===== src/hw/pfs_pkg.sv =====
package pfs_pkg;

	// bus request as the master presents it
	typedef struct packed {
		logic        cyc;
		logic        stb;
		logic        we;
		logic [7:0]  adr;
		logic [3:0]  sel;
		logic [31:0] dat;
	} pfs_wb_req_t;

	// control word: loop enables, power options, oscillator and output E setup
	typedef struct packed {
		logic [2:0] loop_susp;    // loops stopped while suspended
		logic [4:0] out_susp;     // outputs a..e tristated while suspended
		logic [1:0] e_code;       // output_e_ratio_code
		logic [1:0] osc_drive;    // oscillator inverter strength
		logic       caps_bypass;  // remove load caps for a driven reference
		logic       suspend_mode; // bit2 pin acts as suspend input
		logic       shutdown_en;  // oe pin low also shuts the chip down
		logic [2:0] loop_en;      // loop_one..loop_three enables
	} pfs_ctrl_t;

	// one row of the frequency table
	typedef struct packed {
		logic        bank;        // divider_bank_choice for outputs a and b
		logic [10:0] p;
		logic [7:0]  q;
	} pfs_entry_t;

	// setting presented to each analog loop
	typedef struct packed {
		logic        en;
		logic [10:0] p;
		logic [7:0]  q;
	} pfs_loop_cfg_t;

	localparam logic [7:0] PFS_OFF_CTRL   = 8'h00;
	localparam logic [7:0] PFS_OFF_CAP    = 8'h04;
	localparam logic [7:0] PFS_OFF_STATUS = 8'h08;
	localparam logic [7:0] PFS_OFF_XPOINT = 8'h0c;
	localparam logic [7:0] PFS_OFF_LOOP2  = 8'h10;
	localparam logic [7:0] PFS_OFF_LOOP3  = 8'h14;
	localparam logic [7:0] PFS_OFF_DIV    = 8'h18; // a0,a1,b0,b1,c,d
	localparam logic [7:0] PFS_OFF_TABLE  = 8'h40; // eight rows
	localparam logic [7:0] PFS_DIV_SPAN   = 8'h18;
	localparam logic [7:0] PFS_TABLE_SPAN = 8'h20;

	localparam pfs_ctrl_t  PFS_CTRL_RST   = '0;
	localparam logic [5:0] PFS_CAP_RST    = 6'h00;
	localparam logic [7:0] PFS_XPOINT_RST = 8'h00;
	localparam logic [6:0] PFS_DIV_RST    = 7'h00;
	localparam pfs_entry_t PFS_ENTRY_RST  = '0;

	// output_e_ratio_code to divide value
	localparam logic [1:0] PFS_E_OFF  = 2'b00;
	localparam logic [1:0] PFS_E_DIV4 = 2'b01;
	localparam logic [1:0] PFS_E_DIV2 = 2'b10;
	localparam logic [1:0] PFS_E_DIV3 = 2'b11;

	// cycles after reset release before the index pins are caught
	localparam logic [1:0] PFS_STARTUP_CYCLES = 2'h3;

endpackage : pfs_pkg


===== src/hw/pfs_ctrl.sv =====
`timescale 1ns/1ps
// Notes on behaviour
// catch data and clock pins as index bits
// eight-row table picks loop_one and bank
// live bit2 switches loop_one, a, b
// a and b share one bank choice
// divider changes land glitch free
// each loop gets 8-bit q, 11-bit p
// loop_one set by bus or pins
// loop_two, loop_three set by bus only
// output e divides loop_one by 2/3/4
// loops feed the cross point switch
// oe low tristates, optionally shuts down
// suspend pin is bit2 or suspend
// six-bit load capacitor code
// bypass setting removes load capacitors
// programmable oscillator drive strength
// latched pins become serial lines afterwards
// e code: off, /4, /2, /3
// zero divide stops and tristates output
// each written byte acts at ack
// latched index bits never change again
module pfs_ctrl
	import pfs_pkg::*;
(
	input  wire logic          ref_clk,          // 125 MHz system clock
	input  wire logic          nrst,             // async reset, low
	input  pfs_pkg::pfs_wb_req_t wb_req,         // wishbone request
	output logic               wb_ack,           // wishbone ack
	output logic [31:0]        wb_dat_rd,        // wishbone read data
	input  wire logic          serial_data_pin,  // index bit0 strap, then data
	input  wire logic          serial_clock_pin, // index bit1 strap, then clock
	input  wire logic          freq_index_bit2,  // live select or suspend, pin
	input  wire logic          oe_pin_n,         // output disable / shutdown, pin
	input  wire logic [3:0]    src_edge,         // edges of ref, loops one..three
	output pfs_pkg::pfs_loop_cfg_t loop_one_cfg, // loop_one setting
	output pfs_pkg::pfs_loop_cfg_t loop_two_cfg, // loop_two setting
	output pfs_pkg::pfs_loop_cfg_t loop_three_cfg, // loop_three setting
	output logic [5:0]         cap_code,         // crystal load code
	output logic               caps_bypass,      // load caps removed
	output logic [1:0]         osc_drive,        // oscillator drive
	output logic               chip_shutdown,    // chip powered down
	output logic               serial_port_on,   // pins now serve the serial port
	output logic [4:0]         clk_out,          // output_a..output_e levels
	output logic [4:0]         clk_oe            // output enables, high drives
);
	import pfs_pkg::*;

	logic [2:0] sy1_q, sy2_q;
	logic [1:0] st_cnt_q, st_cnt_d;
	logic       strap_ok_q, strap_ok_d;
	logic [1:0] strap_q, strap_d;
	logic       ack_q, ack_d;
	logic [31:0] rdat_q, rdat_d, rd_word, wr_word;
	pfs_ctrl_t  ctrl_q, ctrl_d;
	logic [5:0] cap_q, cap_d;
	logic [7:0] xp_q, xp_d;
	logic [18:0] lp2_q, lp2_d, lp3_q, lp3_d;
	logic [6:0] div_q [6], div_d [6];
	pfs_entry_t tbl_q [8], tbl_d [8];
	pfs_loop_cfg_t l1_q, l1_d, l2_q, l2_d, l3_q, l3_d;
	logic [4:0] oe_q, oe_d;
	logic [2:0] div_idx, act_idx;
	logic       bit2_s, oe_s, suspended, shut, wr_en, req;
	logic [2:0] loop_run;
	logic [3:0] src_live;
	logic [6:0] div_val [5];
	logic [4:0] tick, div_act;
	logic [6:0] e_val;

	// pins cross in through two flops; only the second is ever read
	always_ff @(posedge ref_clk or negedge nrst)
	begin
		if (!nrst)
		begin
			sy1_q <= '0;
			sy2_q <= '0;
		end
		else
		begin
			sy1_q <= {oe_pin_n, freq_index_bit2, serial_clock_pin};
			sy2_q <= sy1_q;
		end
	end
	// serial_data_pin is caught through its own pair below
	logic sd1_q, sd2_q;
	always_ff @(posedge ref_clk or negedge nrst)
	begin
		if (!nrst)
		begin
			sd1_q <= 1'b0;
			sd2_q <= 1'b0;
		end
		else
		begin
			sd1_q <= serial_data_pin;
			sd2_q <= sd1_q;
		end
	end
	assign bit2_s = sy2_q[1];
	assign oe_s   = sy2_q[2];

	// strap capture waits until the synchronisers hold real pin levels
	always_comb
	begin
		st_cnt_d   = st_cnt_q;
		strap_ok_d = strap_ok_q;
		strap_d    = strap_q;
		if (!strap_ok_q)
		begin
			if (st_cnt_q == PFS_STARTUP_CYCLES)
			begin
				strap_d    = {sy2_q[0], sd2_q};
				strap_ok_d = 1'b1;
			end
			else
				st_cnt_d = st_cnt_q + 1'b1;
		end
	end
	// once caught, only a fresh reset releases the straps
	always_ff @(posedge ref_clk or negedge nrst)
	begin
		if (!nrst)
		begin
			st_cnt_q   <= '0;
			strap_ok_q <= 1'b0;
			strap_q    <= '0;
		end
		else
		begin
			st_cnt_q   <= st_cnt_d;
			strap_ok_q <= strap_ok_d;
			strap_q    <= strap_d;
		end
	end
	assign serial_port_on = strap_ok_q;

	// power state and table row
	assign suspended = ctrl_q.suspend_mode & ~bit2_s;
	assign shut      = ~oe_s & ctrl_q.shutdown_en;
	assign act_idx   = {bit2_s & ~ctrl_q.suspend_mode, strap_q};

	// read mux; unmapped words read zero
	assign div_idx = 3'((wb_req.adr - PFS_OFF_DIV) >> 2);
	always_comb
	begin
		rd_word = '0;
		if (wb_req.adr >= PFS_OFF_TABLE && wb_req.adr < PFS_OFF_TABLE + PFS_TABLE_SPAN)
			rd_word = 32'(tbl_q[wb_req.adr[4:2]]);
		else if (wb_req.adr >= PFS_OFF_DIV && wb_req.adr < PFS_OFF_DIV + PFS_DIV_SPAN)
			rd_word = 32'(div_q[div_idx]);
		else
			case (wb_req.adr)
				PFS_OFF_CTRL:   rd_word = 32'(ctrl_q);
				PFS_OFF_CAP:    rd_word = 32'(cap_q);
				PFS_OFF_STATUS: rd_word = 32'({oe_q, suspended, shut, l1_q.en, act_idx, bit2_s, strap_q});
				PFS_OFF_XPOINT: rd_word = 32'(xp_q);
				PFS_OFF_LOOP2:  rd_word = 32'(lp2_q);
				PFS_OFF_LOOP3:  rd_word = 32'(lp3_q);
				default:        rd_word = '0;
			endcase
	end

	// byte lanes merge into the current word; lanes not selected keep their value
	always_comb
	begin
		for (int b = 0; b < 4; b++)
			wr_word[b*8 +: 8] = wb_req.sel[b] ? wb_req.dat[b*8 +: 8] : rd_word[b*8 +: 8];
	end

	// classic slave: ack one cycle after the strobe, write lands with the ack
	assign req   = wb_req.cyc & wb_req.stb;
	assign wr_en = req & wb_req.we & ack_q;
	always_comb
	begin
		ack_d  = req & ~ack_q;
		rdat_d = ack_d ? rd_word : '0;
		ctrl_d = ctrl_q;
		cap_d  = cap_q;
		xp_d   = xp_q;
		lp2_d  = lp2_q;
		lp3_d  = lp3_q;
		div_d  = div_q;
		tbl_d  = tbl_q;
		if (wr_en)
		begin
			if (wb_req.adr >= PFS_OFF_TABLE && wb_req.adr < PFS_OFF_TABLE + PFS_TABLE_SPAN)
				tbl_d[wb_req.adr[4:2]] = wr_word[19:0];
			else if (wb_req.adr >= PFS_OFF_DIV && wb_req.adr < PFS_OFF_DIV + PFS_DIV_SPAN)
				div_d[div_idx] = wr_word[6:0];
			else
				case (wb_req.adr)
					PFS_OFF_CTRL:   ctrl_d = wr_word[17:0];
					PFS_OFF_CAP:    cap_d  = wr_word[5:0];
					PFS_OFF_XPOINT: xp_d   = wr_word[7:0];
					PFS_OFF_LOOP2:  lp2_d  = wr_word[18:0];
					PFS_OFF_LOOP3:  lp3_d  = wr_word[18:0];
					default:        ;
				endcase
		end
	end

	// loop settings; a loop stops under shutdown or a suspend that names it
	always_comb
	begin
		loop_run = ctrl_q.loop_en & ~{3{shut}} & ~({3{suspended}} & ctrl_q.loop_susp);
		l1_d = {loop_run[0], tbl_q[act_idx].p, tbl_q[act_idx].q};
		l2_d = {loop_run[1], lp2_q};
		l3_d = {loop_run[2], lp3_q};
	end

	// the cross point picks ref or a loop for each of outputs a..d
	assign src_live = src_edge & {l3_q.en, l2_q.en, l1_q.en, ~shut};
	always_comb
	begin
		for (int i = 0; i < 4; i++)
			tick[i] = src_live[xp_q[i*2 +: 2]];
		tick[4]    = src_live[1];
		div_val[0] = div_q[{2'b00, tbl_q[act_idx].bank}];
		div_val[1] = div_q[{2'b01, tbl_q[act_idx].bank}];
		div_val[2] = div_q[4];
		div_val[3] = div_q[5];
		unique case (ctrl_q.e_code)
			PFS_E_OFF:  e_val = 7'd0;
			PFS_E_DIV4: e_val = 7'd4;
			PFS_E_DIV2: e_val = 7'd2;
			PFS_E_DIV3: e_val = 7'd3;
		endcase
		div_val[4] = e_val;
	end

	// oe pin low, a suspend that names the output or a stopped divider tristates the pin
	always_comb
	begin
		oe_d = {5{strap_ok_q & oe_s}} & ~({5{suspended}} & ctrl_q.out_susp) & div_act;
	end

	always_ff @(posedge ref_clk or negedge nrst)
	begin
		if (!nrst)
		begin
			ack_q  <= 1'b0;
			rdat_q <= '0;
			ctrl_q <= PFS_CTRL_RST;
			cap_q  <= PFS_CAP_RST;
			xp_q   <= PFS_XPOINT_RST;
			lp2_q  <= '0;
			lp3_q  <= '0;
			div_q  <= '{default: PFS_DIV_RST};
			tbl_q  <= '{default: PFS_ENTRY_RST};
			l1_q   <= '0;
			l2_q   <= '0;
			l3_q   <= '0;
			oe_q   <= '0;
		end
		else
		begin
			ack_q  <= ack_d;
			rdat_q <= rdat_d;
			ctrl_q <= ctrl_d;
			cap_q  <= cap_d;
			xp_q   <= xp_d;
			lp2_q  <= lp2_d;
			lp3_q  <= lp3_d;
			div_q  <= div_d;
			tbl_q  <= tbl_d;
			l1_q   <= l1_d;
			l2_q   <= l2_d;
			l3_q   <= l3_d;
			oe_q   <= oe_d;
		end
	end

	// one divider per output; e shares the structure with a fixed small ratio
	genvar g;
	generate
		for (g = 0; g < 5; g++)
		begin : g_div
			pfs_out_div #(.WIDTH(7)) u_div (
				.ref_clk (ref_clk),
				.nrst    (nrst),
				.tick    (tick[g]),
				.div_val (div_val[g]),
				.clk_lvl (clk_out[g]),
				.active  (div_act[g])
			);
		end
	endgenerate

	assign wb_ack         = ack_q;
	assign wb_dat_rd      = rdat_q;
	assign loop_one_cfg   = l1_q;
	assign loop_two_cfg   = l2_q;
	assign loop_three_cfg = l3_q;
	assign cap_code       = cap_q;
	assign caps_bypass    = ctrl_q.caps_bypass;
	assign osc_drive      = ctrl_q.osc_drive;
	assign chip_shutdown  = shut;
	assign clk_oe         = oe_q;
endmodule : pfs_ctrl


===== src/hw/pfs_out_div.sv =====
`timescale 1ns/1ps
module pfs_out_div
	import pfs_pkg::*;
#(
	parameter int WIDTH = 7
)(
	input  wire logic             ref_clk,  // system clock
	input  wire logic             nrst,     // async reset, low
	input  wire logic             tick,     // one pulse per source edge
	input  wire logic [WIDTH-1:0] div_val,  // requested divide, 0 is off
	output logic                  clk_lvl,  // divided output level
	output logic                  active    // divider running
);
	logic [WIDTH-1:0] cnt_q, cnt_d;
	logic [WIDTH-1:0] cur_q, cur_d;
	logic             out_q, out_d;

	// toggling every div edges gives a 50% duty even for odd values
	always_comb
	begin
		cnt_d = cnt_q;
		cur_d = cur_q;
		out_d = out_q;
		if (cur_q == '0)
		begin
			cnt_d = '0;
			out_d = 1'b0;
			cur_d = div_val;
		end
		else if (tick)
		begin
			if (cnt_q == cur_q - 1'b1)
			begin
				cnt_d = '0;
				// a stop request ends on a low level, never on a runt high pulse
				out_d = ~out_q & (div_val != '0);
				cur_d = div_val;
			end
			else
				cnt_d = cnt_q + 1'b1;
		end
	end

	always_ff @(posedge ref_clk or negedge nrst)
	begin
		if (!nrst)
		begin
			cnt_q <= '0;
			cur_q <= '0;
			out_q <= 1'b0;
		end
		else
		begin
			cnt_q <= cnt_d;
			cur_q <= cur_d;
			out_q <= out_d;
		end
	end

	assign clk_lvl = out_q;
	assign active  = (cur_q != '0);
endmodule : pfs_out_div


===== config.mk =====
export PLATFORM = sky130hd
export DESIGN_NAME = pfs_ctrl
export DESIGN_NICKNAME = d
export VERILOG_FILES = /design/src/hw/pfs_pkg.sv /design/src/hw/pfs_ctrl.sv /design/src/hw/pfs_out_div.sv
export SDC_FILE = /design/constraint.sdc
export NUM_CORES = 1
export LEC_CHECK = 0
export BUFFER_PORTS_ARGS = -buffer_cell sky130_fd_sc_hd__buf_2
export CORE_UTILIZATION = 34
export CTS_BUF_LIST = sky130_fd_sc_hd__clkbuf_16
export CTS_CLUSTER_SIZE = 16
export DETAILED_ROUTE_END_ITERATION = 8
export GPL_TIMING_DRIVEN = 0
export PLACE_DENSITY = 0.6
export SYNTH_ARGS = -nofsm -noshare
export SYNTH_HDL_FRONTEND = slang
export SYNTH_HIERARCHICAL = 1
export SYNTH_SLANG_ARGS = --single-unit

===== constraint.sdc =====
create_clock -name ref_clk -period 3 [get_ports ref_clk]
set_input_delay 0 -clock ref_clk [delete_from_list [all_inputs] [get_ports ref_clk]]
set_output_delay 0 -clock ref_clk [all_outputs]
set_load 0.03 [all_outputs]

==> results of run 1 <==
## repair_timing
action / 4_1_cts / 5_1_grt
hold buffers: 27 / 0
setup buffers: 1 / 5
resized for setup: 17 / 8
gates cloned: 0 / 0
endpoints found under the setup margin: 102 / 86
pin swaps: 1 / 1
hold endpoints to repair: 205 / 0
## power by group through the flow
| stage | clock [mW] | combinational [mW] | sequential [mW] |
|---|---|---|---|
| finish | 6.41 | 1.70 | 6.39 |
| global route | 6.77 | 1.83 | 6.40 |
| CTS | 6.54 | 1.68 | 6.38 |
| detailed placement | 0 | 1.63 | 6.49 |
| global placement | 0 | 1.57 | 6.48 |
| floorplan | 0 | 1.05 | 6.45 |
## metrics by stage
step | cells | TNS (ns) | total power [mW] | hold slack (ns)
after floorplan | 2061 | 0 | 7.50 | -0.296
after global placement | 3069 | -3169.82 | 8.05 | 0.110
after detailed placement | 3073 | -108.15 | 8.12 | 0.110
after CTS | 3188 | 0 | 14.6 | 0.00129
after global routing | 3192 | -0.00225 | 15.0 | 0.0467
final | 3195 | 0 | 14.5 | 0.0376
## cells by family (layout without fill, tap and decap cells)
group / after synthesis / after routing
AND/OR/NAND/NOR: 570 / 570
flip-flops: 446 / 446
AO/OA/AOI/OAI: 433 / 433
multiplexers: 282 / 282
buffers and inverters: 220 / 487
XOR/XNOR: 71 / 71
adder cells (fa/ha/maj): 15 / 15
other: 1 / 27
## worst max-delay path: stages
cell       delay [ns]
buf_2            0.26
buf_4            0.34
buf_4            0.32
buf_4            0.31
buf_2            0.35
nand2_1          0.10
a2111oi_1        0.90
a31oi_1          0.20
a21o_1           0.42
o21ai_1          0.22
## routing by layer
metal / track usage / part of all wire / wire (um)
met5: 0 / 0.00036 / 28
met1: 0.321 / 0.43 / 33400
met4: 0.0893 / 0.040 / 3120
met3: 0.0551 / 0.10 / 8090
met2: 0.337 / 0.43 / 33900
## final timing paths
kind	from	to	slack (ns)	cells after the start
max reg2reg	strap_q[0]	g_div[0].u_div/clk_lvl	0.09	7
min	wb_req[43]	wb_dat_rd[10]	0.04	5
max	wb_req[38]	tbl_q[78]	0.06	10
max in group asynchronous	nrst	tbl_q[97]	1.45	5
min reg2reg	sy1_q[2]	sy2_q[2]	0.35	0
min in group asynchronous	nrst	g_div[1].u_div/cnt_q[3]	0.06	3
## placed cells by master, fill, tap and decap left out, types with 33 or more instances in the layout
cell type  count
nor2_1        63
clkbuf_16     50
nand2_1      299
clkbuf_1      72
dfrtp_1      445
o21ai_0      106
buf_2        178
a21oi_1       51
nor3_1        34
o21ai_1       53
inv_1         64
buf_4         33
mux2_2       138
mux2i_1       64
xor2_1        41
mux4_2        76
## registers in the layout (all words and copies together), names as in the netlist, 6 cells and up
name,flops
div_q,42
wb_dat_rd,20
cap_code,6
ctrl_q,15
lp3_q,19
loop_one_cfg,20
g_div.u_div/cnt_q,35
xp_q,8
lp2_q,19
loop_two_cfg,20
g_div.u_div/cur_q,35
tbl_q,160
loop_three_cfg,20
## area by class of cell
| class | instances | area [sq um] |
|---|---|---|
| Buffer | 152 | 796 |
| Tap cell | 864 | 1080 |
| Clock inverter | 40 | 443 |
| Timing Repair Buffer | 181 | 1160 |
| Sequential cell | 446 | 11200 |
| Antenna cell | 3 | 7.51 |
| Multi-Input combinational cell | 1395 | 10900 |
| Clock buffer | 50 | 1250 |
| Fill cell | 6384 | 39300 |
| Inverter | 64 | 244 |
==> key figures, run 1 <==
Status
  – Status: finished clean

Worst setup path
  – CP max FO: 10
  – CP Data Arrival Time: ~3.4 ns
  – Worst Path Required: 3.50 ns
  – Crit Path Category: input pin to flop
  – CP endpoint kind: flop
  – Startpoint Class: input pin

Timing
  – Worst-Margin Slew: around 1.4 ns
  – F_max: between 0.3 and 0.4 GHz
  – Slack of the critical path: 0.0552 ns
  – Clk_skew: 0.0230 ns
  – Max-slew headroom: 0.0607
  – Final setup vio count: 0
  – Clock period minus worst slack: 2.94 ns
  – Final max-slew violation count: 0
  – Final Hold Viols: 0
  – Final worst path period share: 0.982

Clock network
  – Num CTS Buffers: 50
  – Clock tree sinks: between 400 and 500
  – Htree depth: 2
  – Worst-skew pair later-pin latency: ~0.6 ns
  – Clock Tree Root: clkbuf_16
  – Clk pin slew, worst setup/hold paths: roughly 0.06 ns
  – CTS max path bufs: 3
  – CTS tree: yes

Yosys
  – Library cells used by synthesis: 84
  – Asr flop ratio synth: 1.00
  – Main combinational cell family by area after synthesis: multiplexers
  – Sequential fraction of the synthesis area: 0.486
  – Most frequent cells after synthesis: dfrtp_1 (446), nand2_1 (299), mux2_2 (138)
  – Cells after Synth: between 2000 and 2500
  – EDFF count, synth: 0
  – Synth top area share: 0.486
  – YS warnings: 6
  – Synth Area in Simple Gates: 0.127
  – Mapped Area: between 20000 and 25000 sq um
  – Synth Register Bits: ~450
  – Count leader, synth: dfrtp_1
  – Top post-synthesis cells by area: dfrtp_1 (49%), mux4_2 (7.5%), mux2_2 (6.8%)
  – Post-Synth XOR/XNOR Area: 0.0271
  – Synth Area in Compound Gates: 0.134
  – Synth Area per Inst: between 10 and 15 sq um
  – Post-synthesis adder-cell area fraction: 0.00817
  – Mux contribution to synthesized area: 0.172
  – Cell taking the most area after synthesis: dfrtp_1
  – Synth Flop Type: dfrtp_1

Placement
  – Placer Congestion: between 0.9 and 1
  – Pre-CTS setup slack: -1.18 ns
  – Hpwl dp: around 57 mm
  – Number of port buffers: ~140
  – Placed Area: between 20000 and 25000 sq um

Floorplanning
  – Die X: about 260 um
  – I/O Pins: around 170
  – FP Rows: 94
  – Die Ht: roughly 260 um
  – Core area: around 66000 sq um
  – Initial core utilization: 0.346
  – Die Area: slightly below 70000 sq um

Finish
  – Final Instance Area: around 27000 sq um
  – Final core utilization: 0.408
  – Nets@finish: 2362
  – Area Overhead vs Synth: 17.8%
  – Layout cells sized above 1: 0.257

Global route
  – Remaining global-route overflow: 0
  – GRT Total Usage: 0.228
  – Largest net degree at the start of global routing: ~120
  – Vias in the first global route: roughly 18000
  – Antenna violations before repair: 7
  – First-pass GRT wire length: roughly 120 mm

Run
  – Max Cap Viol: 0

Route
  – Antenna Nets Post-Route: 0
  – Via/cell ratio: around 5.8
  – Post-Route WL: just under 80 mm
  – Per-cell routed wire length: around 25 um
  – DR vias: about 18000
  – Pre-Repair DR Iteration Count: 6
  – DRC viols: 0
  – Initial drt markers: approximately 2100

Pwr
  – Clock share of power: 0.442
  – Switching Share: 0.270
  – Int Pwr: 10.6 mW
  – Worst IR drop on VDD: around 370 uV
  – Lkg Pwr: roughly 12 nW
  – Sw power: 3.91 mW
  – Part of the power in registers: 0.440
  – Logic pwr share: 0.117
  – Power density over the cells: between 500 and 600 nW/um^2

Hold path
  – Worst Hold Class: input pin to flop
Power figures use the tool's default switching activity.
==> run 2, diff against run 1 <==
--- a/config.mk
+++ b/config.mk
@@ -12,6 +12,7 @@
 export DETAILED_ROUTE_END_ITERATION = 8
 export GPL_TIMING_DRIVEN = 0
 export PLACE_DENSITY = 0.6
+export RECOVER_POWER = 100
 export SYNTH_ARGS = -nofsm -noshare
 export SYNTH_HDL_FRONTEND = slang
 export SYNTH_HIERARCHICAL = 1
==> run 2 against run 1 <==
Net effect: the flow now finishes with violations (capacitance limit, slew limit, setup timing); global-route usage did not move; sequential power barely moved; register-to-register slack got worse by 0.04 ns; highest routed layer unchanged; fmax fell by 4.5%; clock skew fell by 0.0011 ns.
==> key figures, run 2 (synthesis results as in run 1) <==
Worst setup path
  – Flop-to-flop setup slack: about 0.050 ns
  – Critical Path Sink: tbl_q[18]
  – Cells along the critical path: buf_2, clkbuf_4, buf_4, buf_4, clkbuf_2, nand2_1, a2111oi_1, a31oi_1, a21o_1, o21ai_0
  – Beginning of the critical path: wb_req[38]
  – CP endpoint kind: flop
  – Largest stage delay on the critical path: 0.94 ns
  – R2R Path Start: ctrl_q[4]
  – Cell depth of the worst flop-to-flop path: 4
  – Startpoint Class: input pin
  – CP max FO: 10
  – R2R Path End: loop_one_cfg[4]
  – Crit Path Category: input pin to flop
  – Worst Path Required: approximately 3.5 ns
  – Slowest-stage cell, CP: a2111oi_1
  – CP dominant cell by count: buf_4
  – CP Data Arrival Time: 3.58 ns

Timing
  – Max-slew headroom: -0.129
  – Final Hold Viols: 0
  – Final setup vio count: 10
  – Final worst path period share: 1.03
  – F_max: 0.324 GHz
  – Clk_skew: between 0.02 and 0.025 ns
  – Clock period minus worst slack: around 3.1 ns
  – Slack of the critical path: -0.0828 ns
  – Worst-Margin Slew: 1.69 ns
  – Final max-slew violation count: about 120

Finish
  – Fill cells: roughly 6500
  – Final Instance Area: roughly 27000 sq um
  – Commonest cells after routing, fill and taps aside: dfrtp_1 (445), nand2_1 (299), clkbuf_1 (181)
  – Leading cell type in the layout, fill and taps excluded: dfrtp_1
  – Register area: ~11000 sq um
  – Biggest register: tbl_q
  – Area of the multi-input gates: roughly 11000 sq um
  – Layout cells sized above 1: 0.195
  – Area Overhead vs Synth: 16.4%
  – Largest registers: tbl_q x160, div_q x42
  – Nets@finish: roughly 2400
  – Max FFs per register: 160

Route
  – Initial drt markers: around 2000
  – DR vias: between 15000 and 20000
  – DRC viols: 0
  – Per-cell routed wire length: 24.6 um
  – Pre-Repair DR Iteration Count: 6
  – Antenna Nets Post-Route: 0
  – Via/cell ratio: 5.73
  – Post-Route WL: ~79 mm

Global route
  – Antenna violations before repair: 7
  – Largest net degree at the start of global routing: 118
  – Met2 Use GR: 0.337
  – GRT Total Usage: 0.228
  – Met1 Usage GRT: 0.321
  – First-pass GRT wire length: approximately 120 mm
  – Grt met3 use: 0.0551
  – Vias in the first global route: 17800
  – GRT busiest layer: met2
  – Remaining global-route overflow: 0

Floorplanning
  – Core area: ~66000 sq um
  – FP Rows: 94
  – Die Ht: ~260 um
  – I/O Pins: around 170
  – Die X: 262 um
  – Die Area: 68600 sq um
  – Initial core utilization: 0.346

Clock network
  – CTS max path bufs: 3
  – Num CTS Buffers: 50
  – CTS tree: yes
  – Clock Tree Root: clkbuf_16
  – Htree depth: 2
  – Clk pin slew, worst setup/hold paths: 0.06 ns
  – Clock tree sinks: 446
  – Worst-skew pair later-pin latency: about 0.60 ns

Status
  – Status: finished, violations left
  – Failing checks: capacitance limit, slew limit, setup timing

Placement
  – Placer Congestion: 0.994
  – Hpwl dp: roughly 57 mm
  – Number of port buffers: around 140
  – Placed Area: about 25000 sq um
  – Pre-CTS setup slack: -1.18 ns

Pwr
  – Power density over the cells: 542 nW/um^2
  – Worst IR drop on VDD: around 370 uV
  – Lkg Pwr: 11.8 nW

Hold path
  – Worst Hold Class: input pin to flop

Run
  – Max Cap Viol: 1
-- run 2: cell types whose count changed in the layout (fill, tap and decap cells not counted), moves of 5 or more --
cell,delta
buf_2,-110
buf_4,-9
clkbuf_1,+109
clkbuf_2,+12
mux2_1,+17
mux2_2,-17
nor4_2,+5
nor4_4,-5
o211ai_1,+10
o211ai_2,-9
o21ai_0,+41
o21ai_1,-41
-- run 2: metal layers --
metal	up-vias	part of all wire	routed length, um
li1	7920	-	-
met2	947	0.43	34000
met1	9273	0.42	33100
met4	4	0.040	3180
met5	-	0.00025	20
met3	172	0.11	8380
-- run 2: area by class of cell --
cell class                      instances  share of cell area
Antenna cell                            4            0.000375
Buffer                                152              0.0284
Clock buffer                           50              0.0468
Clock inverter                         40              0.0166
Inverter                               64             0.00913
Multi-Input combinational cell       1395               0.404
Sequential cell                       446               0.418
Tap cell                              864              0.0405
Timing Repair Buffer                  181              0.0366
-- run 2: how the worst min path moves through the flow --
stage                          to  slack [ns]       start  cells after the start
finish                   sy1_q[2]        0.05    oe_pin_n                      2
global route             sy1_q[2]        0.05    oe_pin_n                      2
CTS                 wb_dat_rd[10]       0.001  wb_req[43]                      5
detailed placement       sy1_q[2]        0.11    oe_pin_n                      1
global placement         sy1_q[2]        0.11    oe_pin_n                      1
floorplan             cap_code[0]       -0.30        nrst                      0
-- run 2: where the power goes --
part,internal (mW),total [mW],leakage (nW),switching [mW]
clock network,3.81,6.40,0.855,2.59
registers,6.19,6.39,5.90,0.197
logic,0.570,1.68,5.06,1.11
-- run 2: repair_timing --
item	4_1_cts	5_1_grt
pin swaps	1	1
hold buffers	27	0
endpoints found under the setup margin	102	86
gates cloned	0	0
setup buffers	1	5
endpoints found under the hold margin	205	0
resized for setup	17	8
-- run 2: critical path: cells and delay by family --
| family | cells | cell delay, ns |
|---|---|---|
| AOI/OAI and AO/OA | 4 | 1.78 |
| buffers and inverters | 5 | 1.65 |
| and+or+nand+nor | 1 | 0.12 |
-- run 2: per-stage QoR --
stage	power, mW	instances	hold slack (ns)	setup TNS, ns	util
floorplan	7.50	2061	-0.296	0	-
global placement	8.05	3069	0.110	-3169.82	0.375
detailed placement	8.12	3073	0.110	-108.15	0.376
CTS	14.6	3188	0.00129	0	0.407
global route	15.0	3192	0.0467	-0.00231	0.403
finish	14.5	3196	0.0528	-0.357	0.403
